`src/common/sct_pkg.sv`:
```
// constants for the spur cancel and trim register bank
// assumes an axi4-lite slave with 32-bit data, one register per word
package sct_pkg;
    // printed offsets are not multiples of four: they are register indices
    localparam logic [11:0] idx_dac_trim_low = 12'h40B;
    localparam logic [11:0] idx_dac_trim_high = 12'h40C;
    localparam logic [11:0] idx_chan_a_control = 12'h500;
    localparam logic [11:0] idx_chan_a_magnitude = 12'h501;
    localparam logic [11:0] idx_chan_a_phase_low = 12'h503;
    localparam logic [11:0] idx_chan_a_phase_high = 12'h504;
    localparam logic [11:0] idx_chan_b_control = 12'h505;
    localparam logic [11:0] idx_chan_b_magnitude = 12'h506;
    localparam logic [11:0] idx_chan_b_phase_low = 12'h508;
    localparam logic [11:0] idx_chan_b_phase_high = 12'h509;
    localparam logic [11:0] idx_output_source = 12'h201;
    localparam int addr_width = 14;
    // control register fields, other write masks, reset value and responses
    localparam int pos_enable = 7;
    localparam int pos_gain_x2 = 6;
    localparam int pos_harmonic = 0;
    localparam int harmonic_width = 4;
    localparam logic [7:0] control_mask = 8'hCF;
    localparam logic [7:0] trim_high_mask = 8'h03;
    localparam logic [7:0] phase_high_mask = 8'h01;
    localparam logic [7:0] source_mask = 8'h01;
    localparam int pos_source = 0;
    localparam logic [7:0] reset_byte = 8'h00;
    localparam logic [1:0] resp_okay = 2'h0;
    localparam logic [1:0] resp_slverr = 2'h2;
endpackage : sct_pkg

```
`src/logic/sct_regs.sv`:
```
// spur cancel and trim register bank behind an axi4-lite slave
// assumes one clock, synchronous active-low reset, master per axi4-lite
module sct_regs (
    // clock and reset
    input wire logic aclk,
    input wire logic aresetn,
    // axi4-lite write
    input wire logic [sct_pkg::addr_width-1:0] s_axi_awaddr,
    input wire logic s_axi_awvalid,
    output logic s_axi_awready,
    input wire logic [31:0] s_axi_wdata,
    input wire logic [3:0] s_axi_wstrb,
    input wire logic s_axi_wvalid,
    output logic s_axi_wready,
    output logic [1:0] s_axi_bresp,
    output logic s_axi_bvalid,
    input wire logic s_axi_bready,
    // axi4-lite read
    input wire logic [sct_pkg::addr_width-1:0] s_axi_araddr,
    input wire logic s_axi_arvalid,
    output logic s_axi_arready,
    output logic [31:0] s_axi_rdata,
    output logic [1:0] s_axi_rresp,
    output logic s_axi_rvalid,
    input wire logic s_axi_rready,
    // cmos output path
    input wire logic divider_in,
    input wire logic divider_out,
    output logic cmos_out,
    // settings to the dac and spur cancellers
    output logic [9:0] dac_current,
    output logic cancel_chan_a_enable,
    output logic chan_a_gain_x2,
    output logic [3:0] chan_a_harmonic,
    output logic [7:0] chan_a_magnitude,
    output logic [8:0] chan_a_phase,
    output logic cancel_chan_b_enable,
    output logic chan_b_gain_x2,
    output logic [3:0] chan_b_harmonic,
    output logic [7:0] chan_b_magnitude,
    output logic [8:0] chan_b_phase
);

    ////////////////////////////////////////////////////////////////////////////
    // registers
    logic [7:0] dac_current_trim_low;
    logic [7:0] dac_current_trim_high;
    logic [7:0] cancel_chan_a_control;
    logic [7:0] cancel_chan_a_magnitude;
    logic [7:0] cancel_chan_a_phase_low;
    logic [7:0] cancel_chan_a_phase_high;
    logic [7:0] cancel_chan_b_control;
    logic [7:0] cancel_chan_b_magnitude;
    logic [7:0] cancel_chan_b_phase_low;
    logic [7:0] cancel_chan_b_phase_high;
    logic [7:0] output_driver_source;

    // word index from byte address; low two bits ignored
    function automatic logic [11:0] word_index(input logic [sct_pkg::addr_width-1:0] addr);
        return addr[sct_pkg::addr_width-1:2];
    endfunction : word_index

    // writable mask of a register, zero where unmapped
    function automatic logic [7:0] reg_mask(input logic [11:0] idx);
        unique case (idx)
            sct_pkg::idx_dac_trim_low,
            sct_pkg::idx_chan_a_magnitude,
            sct_pkg::idx_chan_a_phase_low,
            sct_pkg::idx_chan_b_magnitude,
            sct_pkg::idx_chan_b_phase_low: return 8'hFF;
            sct_pkg::idx_dac_trim_high: return sct_pkg::trim_high_mask;
            sct_pkg::idx_chan_a_control,
            sct_pkg::idx_chan_b_control: return sct_pkg::control_mask;
            sct_pkg::idx_chan_a_phase_high,
            sct_pkg::idx_chan_b_phase_high: return sct_pkg::phase_high_mask;
            sct_pkg::idx_output_source: return sct_pkg::source_mask;
            default: return 8'h00;
        endcase
    endfunction : reg_mask

    function automatic logic is_mapped(input logic [11:0] idx);
        return (idx == sct_pkg::idx_dac_trim_low) || (idx == sct_pkg::idx_dac_trim_high)
            || (idx == sct_pkg::idx_chan_a_control) || (idx == sct_pkg::idx_chan_a_magnitude)
            || (idx == sct_pkg::idx_chan_a_phase_low) || (idx == sct_pkg::idx_chan_a_phase_high)
            || (idx == sct_pkg::idx_chan_b_control) || (idx == sct_pkg::idx_chan_b_magnitude)
            || (idx == sct_pkg::idx_chan_b_phase_low) || (idx == sct_pkg::idx_chan_b_phase_high)
            || (idx == sct_pkg::idx_output_source);
    endfunction : is_mapped

    ////////////////////////////////////////////////////////////////////////////
    // write channel: address and data latched in either order
    logic aw_held;
    logic w_held;
    logic [11:0] aw_idx;
    logic [7:0] w_byte;
    logic w_lane0;
    logic do_write;
    logic [7:0] wmask;
    logic [7:0] next_byte;

    assign s_axi_awready = !aw_held && !s_axi_bvalid;
    assign s_axi_wready = !w_held && !s_axi_bvalid;
    assign do_write = aw_held && w_held;
    assign wmask = reg_mask(aw_idx);
    // reserved bits never store, so they read zero
    assign next_byte = w_byte & wmask;

    always_ff @(posedge aclk) begin
        if (!aresetn) begin
            aw_held <= 1'b0;
            aw_idx <= 12'h000;
        end else if (s_axi_awvalid && s_axi_awready) begin
            aw_held <= 1'b1;
            aw_idx <= word_index(s_axi_awaddr);
        end else if (do_write) begin
            aw_held <= 1'b0;
        end
    end

    always_ff @(posedge aclk) begin
        if (!aresetn) begin
            w_held <= 1'b0;
            w_byte <= 8'h00;
            w_lane0 <= 1'b0;
        end else if (s_axi_wvalid && s_axi_wready) begin
            w_held <= 1'b1;
            w_byte <= s_axi_wdata[7:0];
            w_lane0 <= s_axi_wstrb[0];
        end else if (do_write) begin
            w_held <= 1'b0;
        end
    end

    always_ff @(posedge aclk) begin
        if (!aresetn) begin
            s_axi_bvalid <= 1'b0;
            s_axi_bresp <= sct_pkg::resp_okay;
        end else if (do_write) begin
            s_axi_bvalid <= 1'b1;
            s_axi_bresp <= is_mapped(aw_idx) ? sct_pkg::resp_okay : sct_pkg::resp_slverr;
        end else if (s_axi_bready) begin
            s_axi_bvalid <= 1'b0;
        end
    end

    ////////////////////////////////////////////////////////////////////////////
    // register storage; only byte lane 0 carries data
    always_ff @(posedge aclk) begin
        if (!aresetn) begin
            dac_current_trim_low <= sct_pkg::reset_byte;
            dac_current_trim_high <= sct_pkg::reset_byte;
            cancel_chan_a_control <= sct_pkg::reset_byte;
            cancel_chan_a_magnitude <= sct_pkg::reset_byte;
            cancel_chan_a_phase_low <= sct_pkg::reset_byte;
            cancel_chan_a_phase_high <= sct_pkg::reset_byte;
            cancel_chan_b_control <= sct_pkg::reset_byte;
            cancel_chan_b_magnitude <= sct_pkg::reset_byte;
            cancel_chan_b_phase_low <= sct_pkg::reset_byte;
            cancel_chan_b_phase_high <= sct_pkg::reset_byte;
            output_driver_source <= sct_pkg::reset_byte;
        end else if (do_write && w_lane0) begin
            unique case (aw_idx)
                sct_pkg::idx_dac_trim_low: dac_current_trim_low <= next_byte;
                sct_pkg::idx_dac_trim_high: dac_current_trim_high <= next_byte;
                sct_pkg::idx_chan_a_control: cancel_chan_a_control <= next_byte;
                sct_pkg::idx_chan_a_magnitude: cancel_chan_a_magnitude <= next_byte;
                sct_pkg::idx_chan_a_phase_low: cancel_chan_a_phase_low <= next_byte;
                sct_pkg::idx_chan_a_phase_high: cancel_chan_a_phase_high <= next_byte;
                sct_pkg::idx_chan_b_control: cancel_chan_b_control <= next_byte;
                sct_pkg::idx_chan_b_magnitude: cancel_chan_b_magnitude <= next_byte;
                sct_pkg::idx_chan_b_phase_low: cancel_chan_b_phase_low <= next_byte;
                sct_pkg::idx_chan_b_phase_high: cancel_chan_b_phase_high <= next_byte;
                sct_pkg::idx_output_source: output_driver_source <= next_byte;
                default: ;
            endcase
        end
    end

    ////////////////////////////////////////////////////////////////////////////
    // read channel: one cycle from address to data
    logic [11:0] r_idx;
    logic [7:0] read_byte;

    assign s_axi_arready = !s_axi_rvalid;
    assign r_idx = word_index(s_axi_araddr);

    always_comb begin
        unique case (r_idx)
            sct_pkg::idx_dac_trim_low: read_byte = dac_current_trim_low;
            sct_pkg::idx_dac_trim_high: read_byte = dac_current_trim_high;
            sct_pkg::idx_chan_a_control: read_byte = cancel_chan_a_control;
            sct_pkg::idx_chan_a_magnitude: read_byte = cancel_chan_a_magnitude;
            sct_pkg::idx_chan_a_phase_low: read_byte = cancel_chan_a_phase_low;
            sct_pkg::idx_chan_a_phase_high: read_byte = cancel_chan_a_phase_high;
            sct_pkg::idx_chan_b_control: read_byte = cancel_chan_b_control;
            sct_pkg::idx_chan_b_magnitude: read_byte = cancel_chan_b_magnitude;
            sct_pkg::idx_chan_b_phase_low: read_byte = cancel_chan_b_phase_low;
            sct_pkg::idx_chan_b_phase_high: read_byte = cancel_chan_b_phase_high;
            sct_pkg::idx_output_source: read_byte = output_driver_source;
            default: read_byte = 8'h00;
        endcase
    end

    always_ff @(posedge aclk) begin
        if (!aresetn) begin
            s_axi_rvalid <= 1'b0;
            s_axi_rdata <= 32'h0000_0000;
            s_axi_rresp <= sct_pkg::resp_okay;
        end else if (s_axi_arvalid && s_axi_arready) begin
            s_axi_rvalid <= 1'b1;
            s_axi_rdata <= {24'h00_0000, read_byte};
            s_axi_rresp <= is_mapped(r_idx) ? sct_pkg::resp_okay : sct_pkg::resp_slverr;
        end else if (s_axi_rready) begin
            s_axi_rvalid <= 1'b0;
        end
    end

    ////////////////////////////////////////////////////////////////////////////
    // settings out
    // the cmos path is a plain mux; glitches on a source change are accepted
    assign cmos_out = output_driver_source[sct_pkg::pos_source] ? divider_out : divider_in;
    assign dac_current = {dac_current_trim_high[1:0], dac_current_trim_low};
    assign cancel_chan_a_enable = cancel_chan_a_control[sct_pkg::pos_enable];
    assign chan_a_gain_x2 = cancel_chan_a_control[sct_pkg::pos_gain_x2];
    // harmonic 0 is outside the 1..15 range; passed on as written
    assign chan_a_harmonic = cancel_chan_a_control[sct_pkg::pos_harmonic +: sct_pkg::harmonic_width];
    assign chan_a_magnitude = cancel_chan_a_magnitude;
    assign chan_a_phase = {cancel_chan_a_phase_high[0], cancel_chan_a_phase_low};
    assign cancel_chan_b_enable = cancel_chan_b_control[sct_pkg::pos_enable];
    assign chan_b_gain_x2 = cancel_chan_b_control[sct_pkg::pos_gain_x2];
    assign chan_b_harmonic = cancel_chan_b_control[sct_pkg::pos_harmonic +: sct_pkg::harmonic_width];
    assign chan_b_magnitude = cancel_chan_b_magnitude;
    assign chan_b_phase = {cancel_chan_b_phase_high[0], cancel_chan_b_phase_low};
endmodule : sct_regs

```
`config.mk`:
```
export PLATFORM = sky130hd
export DESIGN_NAME = sct_regs
export DESIGN_NICKNAME = d
export VERILOG_FILES = /design/src/common/sct_pkg.sv /design/src/logic/sct_regs.sv
export SDC_FILE = /design/constraint.sdc
export NUM_CORES = 1
export LEC_CHECK = 0
export BUFFER_PORTS_ARGS = -buffer_cell sky130_fd_sc_hd__buf_4
export CAP_MARGIN = 20
export CORE_AREA = 5 5 116 118
export DETAILED_ROUTE_END_ITERATION = 12
export DIE_AREA = 0 0 121 123
export PLACE_DENSITY = 0.84
export SYNTH_ARGS = -nofsm -noshare
export SYNTH_HDL_FRONTEND = slang
export SYNTH_SLANG_ARGS = --single-unit
```
`constraint.sdc`:
```
create_clock -name aclk -period 1.8 [get_ports aclk]
set_input_delay 0.09 -clock aclk [delete_from_list [all_inputs] [get_ports aclk]]
set_output_delay 0.09 -clock aclk [all_outputs]
set_load 0.05 [all_outputs]
```
# Word level (Yosys, flattened, before mapping)
# Cells that the tools add are included.
[classes] n_bitwise=1 n_reduce_logical=49 mux=12 n_eq_ne=22
[op_table] operator="$eq 12x11->1 const B" n=20
[op_table] operator="$pmux 8 s11" n=1
[op_table] operator="$pmux 8 s4" n=1
[op_table] operator="$eq 12x10->1 const B" n=2
[op_table] operator="$reduce_and 2->1" n=11
[op_table] operator="$logic_or 1x1->1" n=20
[op_table] operator="$and 8x8->8" n=1
[op_table] operator="$mux 1" n=8
[op_table] operator="$reduce_bool 2->1" n=4
[op_table] operator="$logic_and 1x1->1" n=7
[op_table] operator="$reduce_or 5->1" n=1
[op_table] operator="$logic_not 1->1" n=4
[op_table] operator="$mux 2" n=2
[op_table] operator="$reduce_or 3->1" n=1
[op_table] operator="$reduce_or 2->1" n=1
[word_totals] input_bits=73 wordCells=105 regBits=125 out_inout_bits=98

# Logic depth before layout (Yosys ltp)
[depth] depth_word=12 ltp_mapped=8 mapped_depth_nobuf=6

# Worst setup path after synthesis
# No wires, ideal clock.
[synth_timing] kind="register -> register" startpoint="reg s_axi_bvalid" endpoint="reg aw_idx[10]" required_ns=1.730 n_path_buf=1 stages_incl_launch_ff=6 setup_slack_ns=-0.247 setup_time_ns=0.070 t_arrival_ns=1.977 cell_sequence="dfxtp_1 nor2_1 and2_1 clkbuf_1 nand2_1 a21oi_1"
[synth_via] elab_chain_len=3
[synth_rtl] item="start, declared" line="sct_regs.sv:16" rtl="output logic s_axi_bvalid,"
[synth_rtl] item="start signal, assigned" line="sct_regs.sv:136" rtl="s_axi_bvalid <= 1'b0;"
[synth_rtl] item="start signal, assigned" line="sct_regs.sv:139" rtl="s_axi_bvalid <= 1'b1;"
[synth_rtl] item="start signal, assigned" line="sct_regs.sv:142" rtl="s_axi_bvalid <= 1'b0;"
[synth_rtl] item="$logic_not 1->1" line="sct_regs.sv:101" rtl="assign s_axi_awready = !aw_held && !s_axi_bvalid;"
[synth_rtl] item="$logic_and 1x1->1" line="sct_regs.sv:101"
[synth_rtl] item="net s_axi_awready" line="sct_regs.sv:10" rtl="output logic s_axi_awready,"
[synth_rtl] item="$logic_and 1x1->1" line="sct_regs.sv:112" rtl="end else if (s_axi_awvalid && s_axi_awready) begin"
[synth_rtl] item="end signal, assigned" line="sct_regs.sv:114" rtl="aw_idx <= word_index(s_axi_awaddr);"
[synth_rtl] item="end, declared" line="sct_regs.sv:94" rtl="logic [11:0] aw_idx;"
# The timed path passes the listed nets, and every way through them passes these cells.
# A chain may end at the register's enable or synchronous reset.

# Worst setup path in the final report
[layout_timing] startpoint="reg aw_idx[5]" endpoint="reg cancel_chan_a_magnitude[0], in the netlist chan_a_magnitude[0]"
[layout_via] elab_chain_len=4 word_cells_on_any_way=17 cone_classes="eq/ne (11); mux (1); bitwise (1); reduce/logical (4)"
[layout_rtl] item="$eq 12x11->1, or another cell as far along" line="sct_regs.sv:65" rtl="unique case (idx)"
[layout_rtl] item="$reduce_or 5->1, or another cell as far along" line="sct_regs.sv:65"
[layout_rtl] item="$pmux 8 s4" line="sct_regs.sv:65"
[layout_rtl] item="$and 8x8->8" line="sct_regs.sv:106" rtl="assign next_byte = w_byte & wmask;"
[layout_rtl] item="end signal, assigned" line="sct_regs.sv:153" rtl="cancel_chan_a_magnitude <= sct_pkg::reset_byte;"
[layout_rtl] item="end signal, assigned" line="sct_regs.sv:166" rtl="sct_pkg::idx_chan_a_magnitude: cancel_chan_a_magnitude <= next_byte;"
[layout_rtl] item="end, declared" line="sct_regs.sv:49" rtl="logic [7:0] cancel_chan_a_magnitude;"
# Parallel ways exist; a longest one is shown, timed or not.

==> results.sh <==
export IMPL_ys_async_sr_fraction_pct=0
export IMPL_wirelength_mm=19.2
export IMPL_synth_adder_area_share_pct=0.177
export IMPL_drive_above_1_share_pct=28.8
export IMPL_yosys_register_bits=123
export IMPL_floorplan_initialDensity_pct=45.8
export IMPL_ir_drop_v=0.000512
export IMPL_num_fill_cells=929
export IMPL_leakagePower_nw=3.51
export IMPL_wire_length_of_the_first_global_routing_pass_mm=28.6
export IMPL_unrepaired_setup_endpoints_after_global_routing="true"
export IMPL_setup_viol=19
export IMPL_synth_top_flop_cell="dfxtp_1"
export IMPL_cts_tree="yes"
export IMPL_gpl_final_weighted_congestion=0.943
export IMPL_antenna_left=0
export IMPL_globalRouteOverflowTotal=0
export IMPL_grt_max_degree=36
export IMPL_timing_final_crit_share_pct=103
export IMPL_cts_root_buf="clkbuf_16"
export IMPL_gr_usage_all_layers_pct=24.8
export IMPL_vias_per_cell=5.69
export IMPL_antenna_violations_before_repair=0
export IMPL_hold_ws_ns=0.126
export IMPL_min_period_ns=1.85
export IMPL_num_antenna_cells=0
export IMPL_drc=0
export IMPL_synth_edff_count=0
export IMPL_category_of_the_worst_setup_path_capture_point="register"
export IMPL_post_route_worst_setup_slack_ns=-0.0511
export IMPL_worst_slew_pin_transition_ns=0.910
export IMPL_proportion_of_netlist_area_held_by_the_largest_area_contributor_pct=43.5
export IMPL_holdCritPathClass="primary input to register"
export IMPL_synth_sequential_area_ratio_pct=43.5
export IMPL_timing_critical_path_arrival_ns=2.15
export IMPL_synthesis_yosys_warnings=0
export IMPL_multi_input_comb_area_um2=2910
export IMPL_area_delta_synth_final_pct=38.2
export IMPL_failed_checks="negative setup slack"
export IMPL_cp_max_fo=5
export IMPL_dominant_combinational_cell_family_by_area_after_synthesis="simple AND/OR/NAND/NOR gates"
export IMPL_h_tree_depth=4
export IMPL_cts_made_buffers=17
export IMPL_design_core_area_um2=12400
export IMPL_numPortBuffers=113
export IMPL_placement_rows=41
export IMPL_post_drt_wl_per_cell_um=19.1
export IMPL_cts_root_to_sink_buffers=2
export IMPL_die_height_um=123
export IMPL_timing_max_transition_violations_final=0
export IMPL_placedCellCount=936
export IMPL_router_iterations_before_antenna_repair=6
export IMPL_path_class="register to register"
export IMPL_xor_and_xnor_fraction_of_the_mapped_netlist_area_pct=0
export IMPL_hold_violations=0
export IMPL_area_fraction_in_compound_gates_after_synthesis_pct=14.0
export IMPL_dieArea_um2=14900
export IMPL_synth_simple_gate_area_share_pct=25.4
export IMPL_synthMostInstantiatedCell="dfxtp_1"
export IMPL_yosys_mux_area_fraction_pct=8.34
export IMPL_largest_register_ffs=12
export IMPL_dp_hpwl_mm=12.6
export IMPL_synth_distinct_cells=63
export IMPL_totalNegativeSetupSlack_ns=-0.501
export IMPL_floorplan_io_pins=171
export IMPL_outcome="complete, but fails checks"
export IMPL_worst_slew_margin_rel_pct=38.9
export IMPL_vias=5694
export IMPL_synth_largest_area_cell="dfxtp_1"
export IMPL_total_power_mw=7.27
export IMPL_die_w_um=121
export IMPL_power_density_nw_per_um2=930
export IMPL_synth_cell_area_um2=5660
export IMPL_largest_register="aw_idx"
export IMPL_cap_viol_max_count=0
export IMPL_clk_pin_slew_ns=0.06
export IMPL_cts_sink_count=123
export IMPL_layout_area_seq_um2=2470
export IMPL_post_synth_most_frequent_cells="dfxtp_1, nand2_1, nor2_1, mux2i_1, a21oi_1"
export IMPL_grt_pass1_vias=5447
export IMPL_nNetsFinal=889
export IMPL_netlist_top_cells_area="dfxtp_1, mux2i_1, nand2_1, buf_4, a21oi_1"
export IMPL_crit_path_start_kind="register"
export IMPL_fmax_mhz=540
export IMPL_postLayoutCoreUtil_pct=63.2
export IMPL_clk_insertion_delay_late_ns=0.42
export IMPL_fin_worst_skew_ns=0.00626
export IMPL_crit_required_ns=2.10
export IMPL_synthesis_area_per_instance_um2=8.57
export IMPL_syn_inst=660
export IMPL_drt_first_iter_violations=701
export IMPL_layout_cells_non_filler=1001
## cell families after synthesis
family | Yosys count
fa+ha+maj | 1
other cells | 1
simple gates | 280
mux | 47
buf+inv | 85
flops | 123
compound gates | 123
## worst paths after layout
path | startpoint | endpoint | slack [ns] | cells past startpoint
worst min-delay path | aresetn | s_axi_rdata[1] | 0.13 | 2
worst min register to register | aw_idx[6] | aw_idx[6] | 0.46 | 2
worst max register to register | aw_idx[5] | chan_a_magnitude[0] | -0.05 | 7
worst max-delay path | aw_idx[5] | chan_a_magnitude[0] | -0.05 | 7
## metrics by stage
step,setup WS (ns),cell area [um2]
finish,-0.0511,7820
global route,-0.157,7820
CTS,-0.0355,7700
detailed placement,-0.0728,6740
global placement,-0.0706,6740
floorplan,-0.0160,5790
## worst max-delay path, stage by stage (launching register included)
cell,delay [ns]
dfxtp_2,0.33
nor3_4,0.18
and4b_2,0.29
nand3b_4,0.10
or3_4,0.42
buf_8,0.16
mux2i_1,0.19
nor2_1,0.06
## placed cells by master (no fill, tap or decap), types with 8 or more instances in the layout
| cell type | Yosys | routed |
|---|---|---|
| and3_1 | 25 | 22 |
| dlygate4sd3_1 | 0 | 23 |
| and2_1 | 21 | 21 |
| nand3_1 | 38 | 34 |
| nand2b_1 | 8 | 8 |
| a22oi_1 | 10 | 10 |
| nand2_1 | 93 | 93 |
| mux2i_1 | 46 | 45 |
| conb_1 | 1 | 26 |
| o21ai_0 | 28 | 20 |
| a32oi_1 | 11 | 11 |
| nor2_1 | 54 | 51 |
| clkbuf_16 | 0 | 17 |
| dfxtp_1 | 123 | 119 |
| buf_4 | 39 | 163 |
| a21oi_1 | 45 | 45 |
## routing by layer
layer  global-route usage, %  part of all wire (%)  up-vias
met2                    40.4                    48      393
met1                    30.0                    37     2626
met3                    7.50                    11       95
li1                        -                     -     2580
met5                       0                     0        -
met4                    11.8                   4.0        0
## power by group
part           switching (mW)  internal (mW)
logic                   0.430          0.243
registers              0.0700           2.77
clock network            1.24           2.52
## layout make-up
class                      count  share of cell area (%)
tap                          172                    2.75
sequential                   123                    31.6
clock inverter                12                    2.48
clock buffer                  20                    5.84
multi-input combinational    477                    37.2
inverter                       3                   0.144
timing repair buffer         194                    20.0
## what timing repair did
action / 4_1_cts / 5_1_grt
hold endpoints to repair: 23 / 0
gates cloned: 2 / 2
hold buffers: 23 / 0
gates resized for setup: 10 / 37
setup buffers: 5 / 1
endpoints found under the setup margin: 29 / 87
pin swaps: 6 / 10
(Power assumes the default switching activity.)
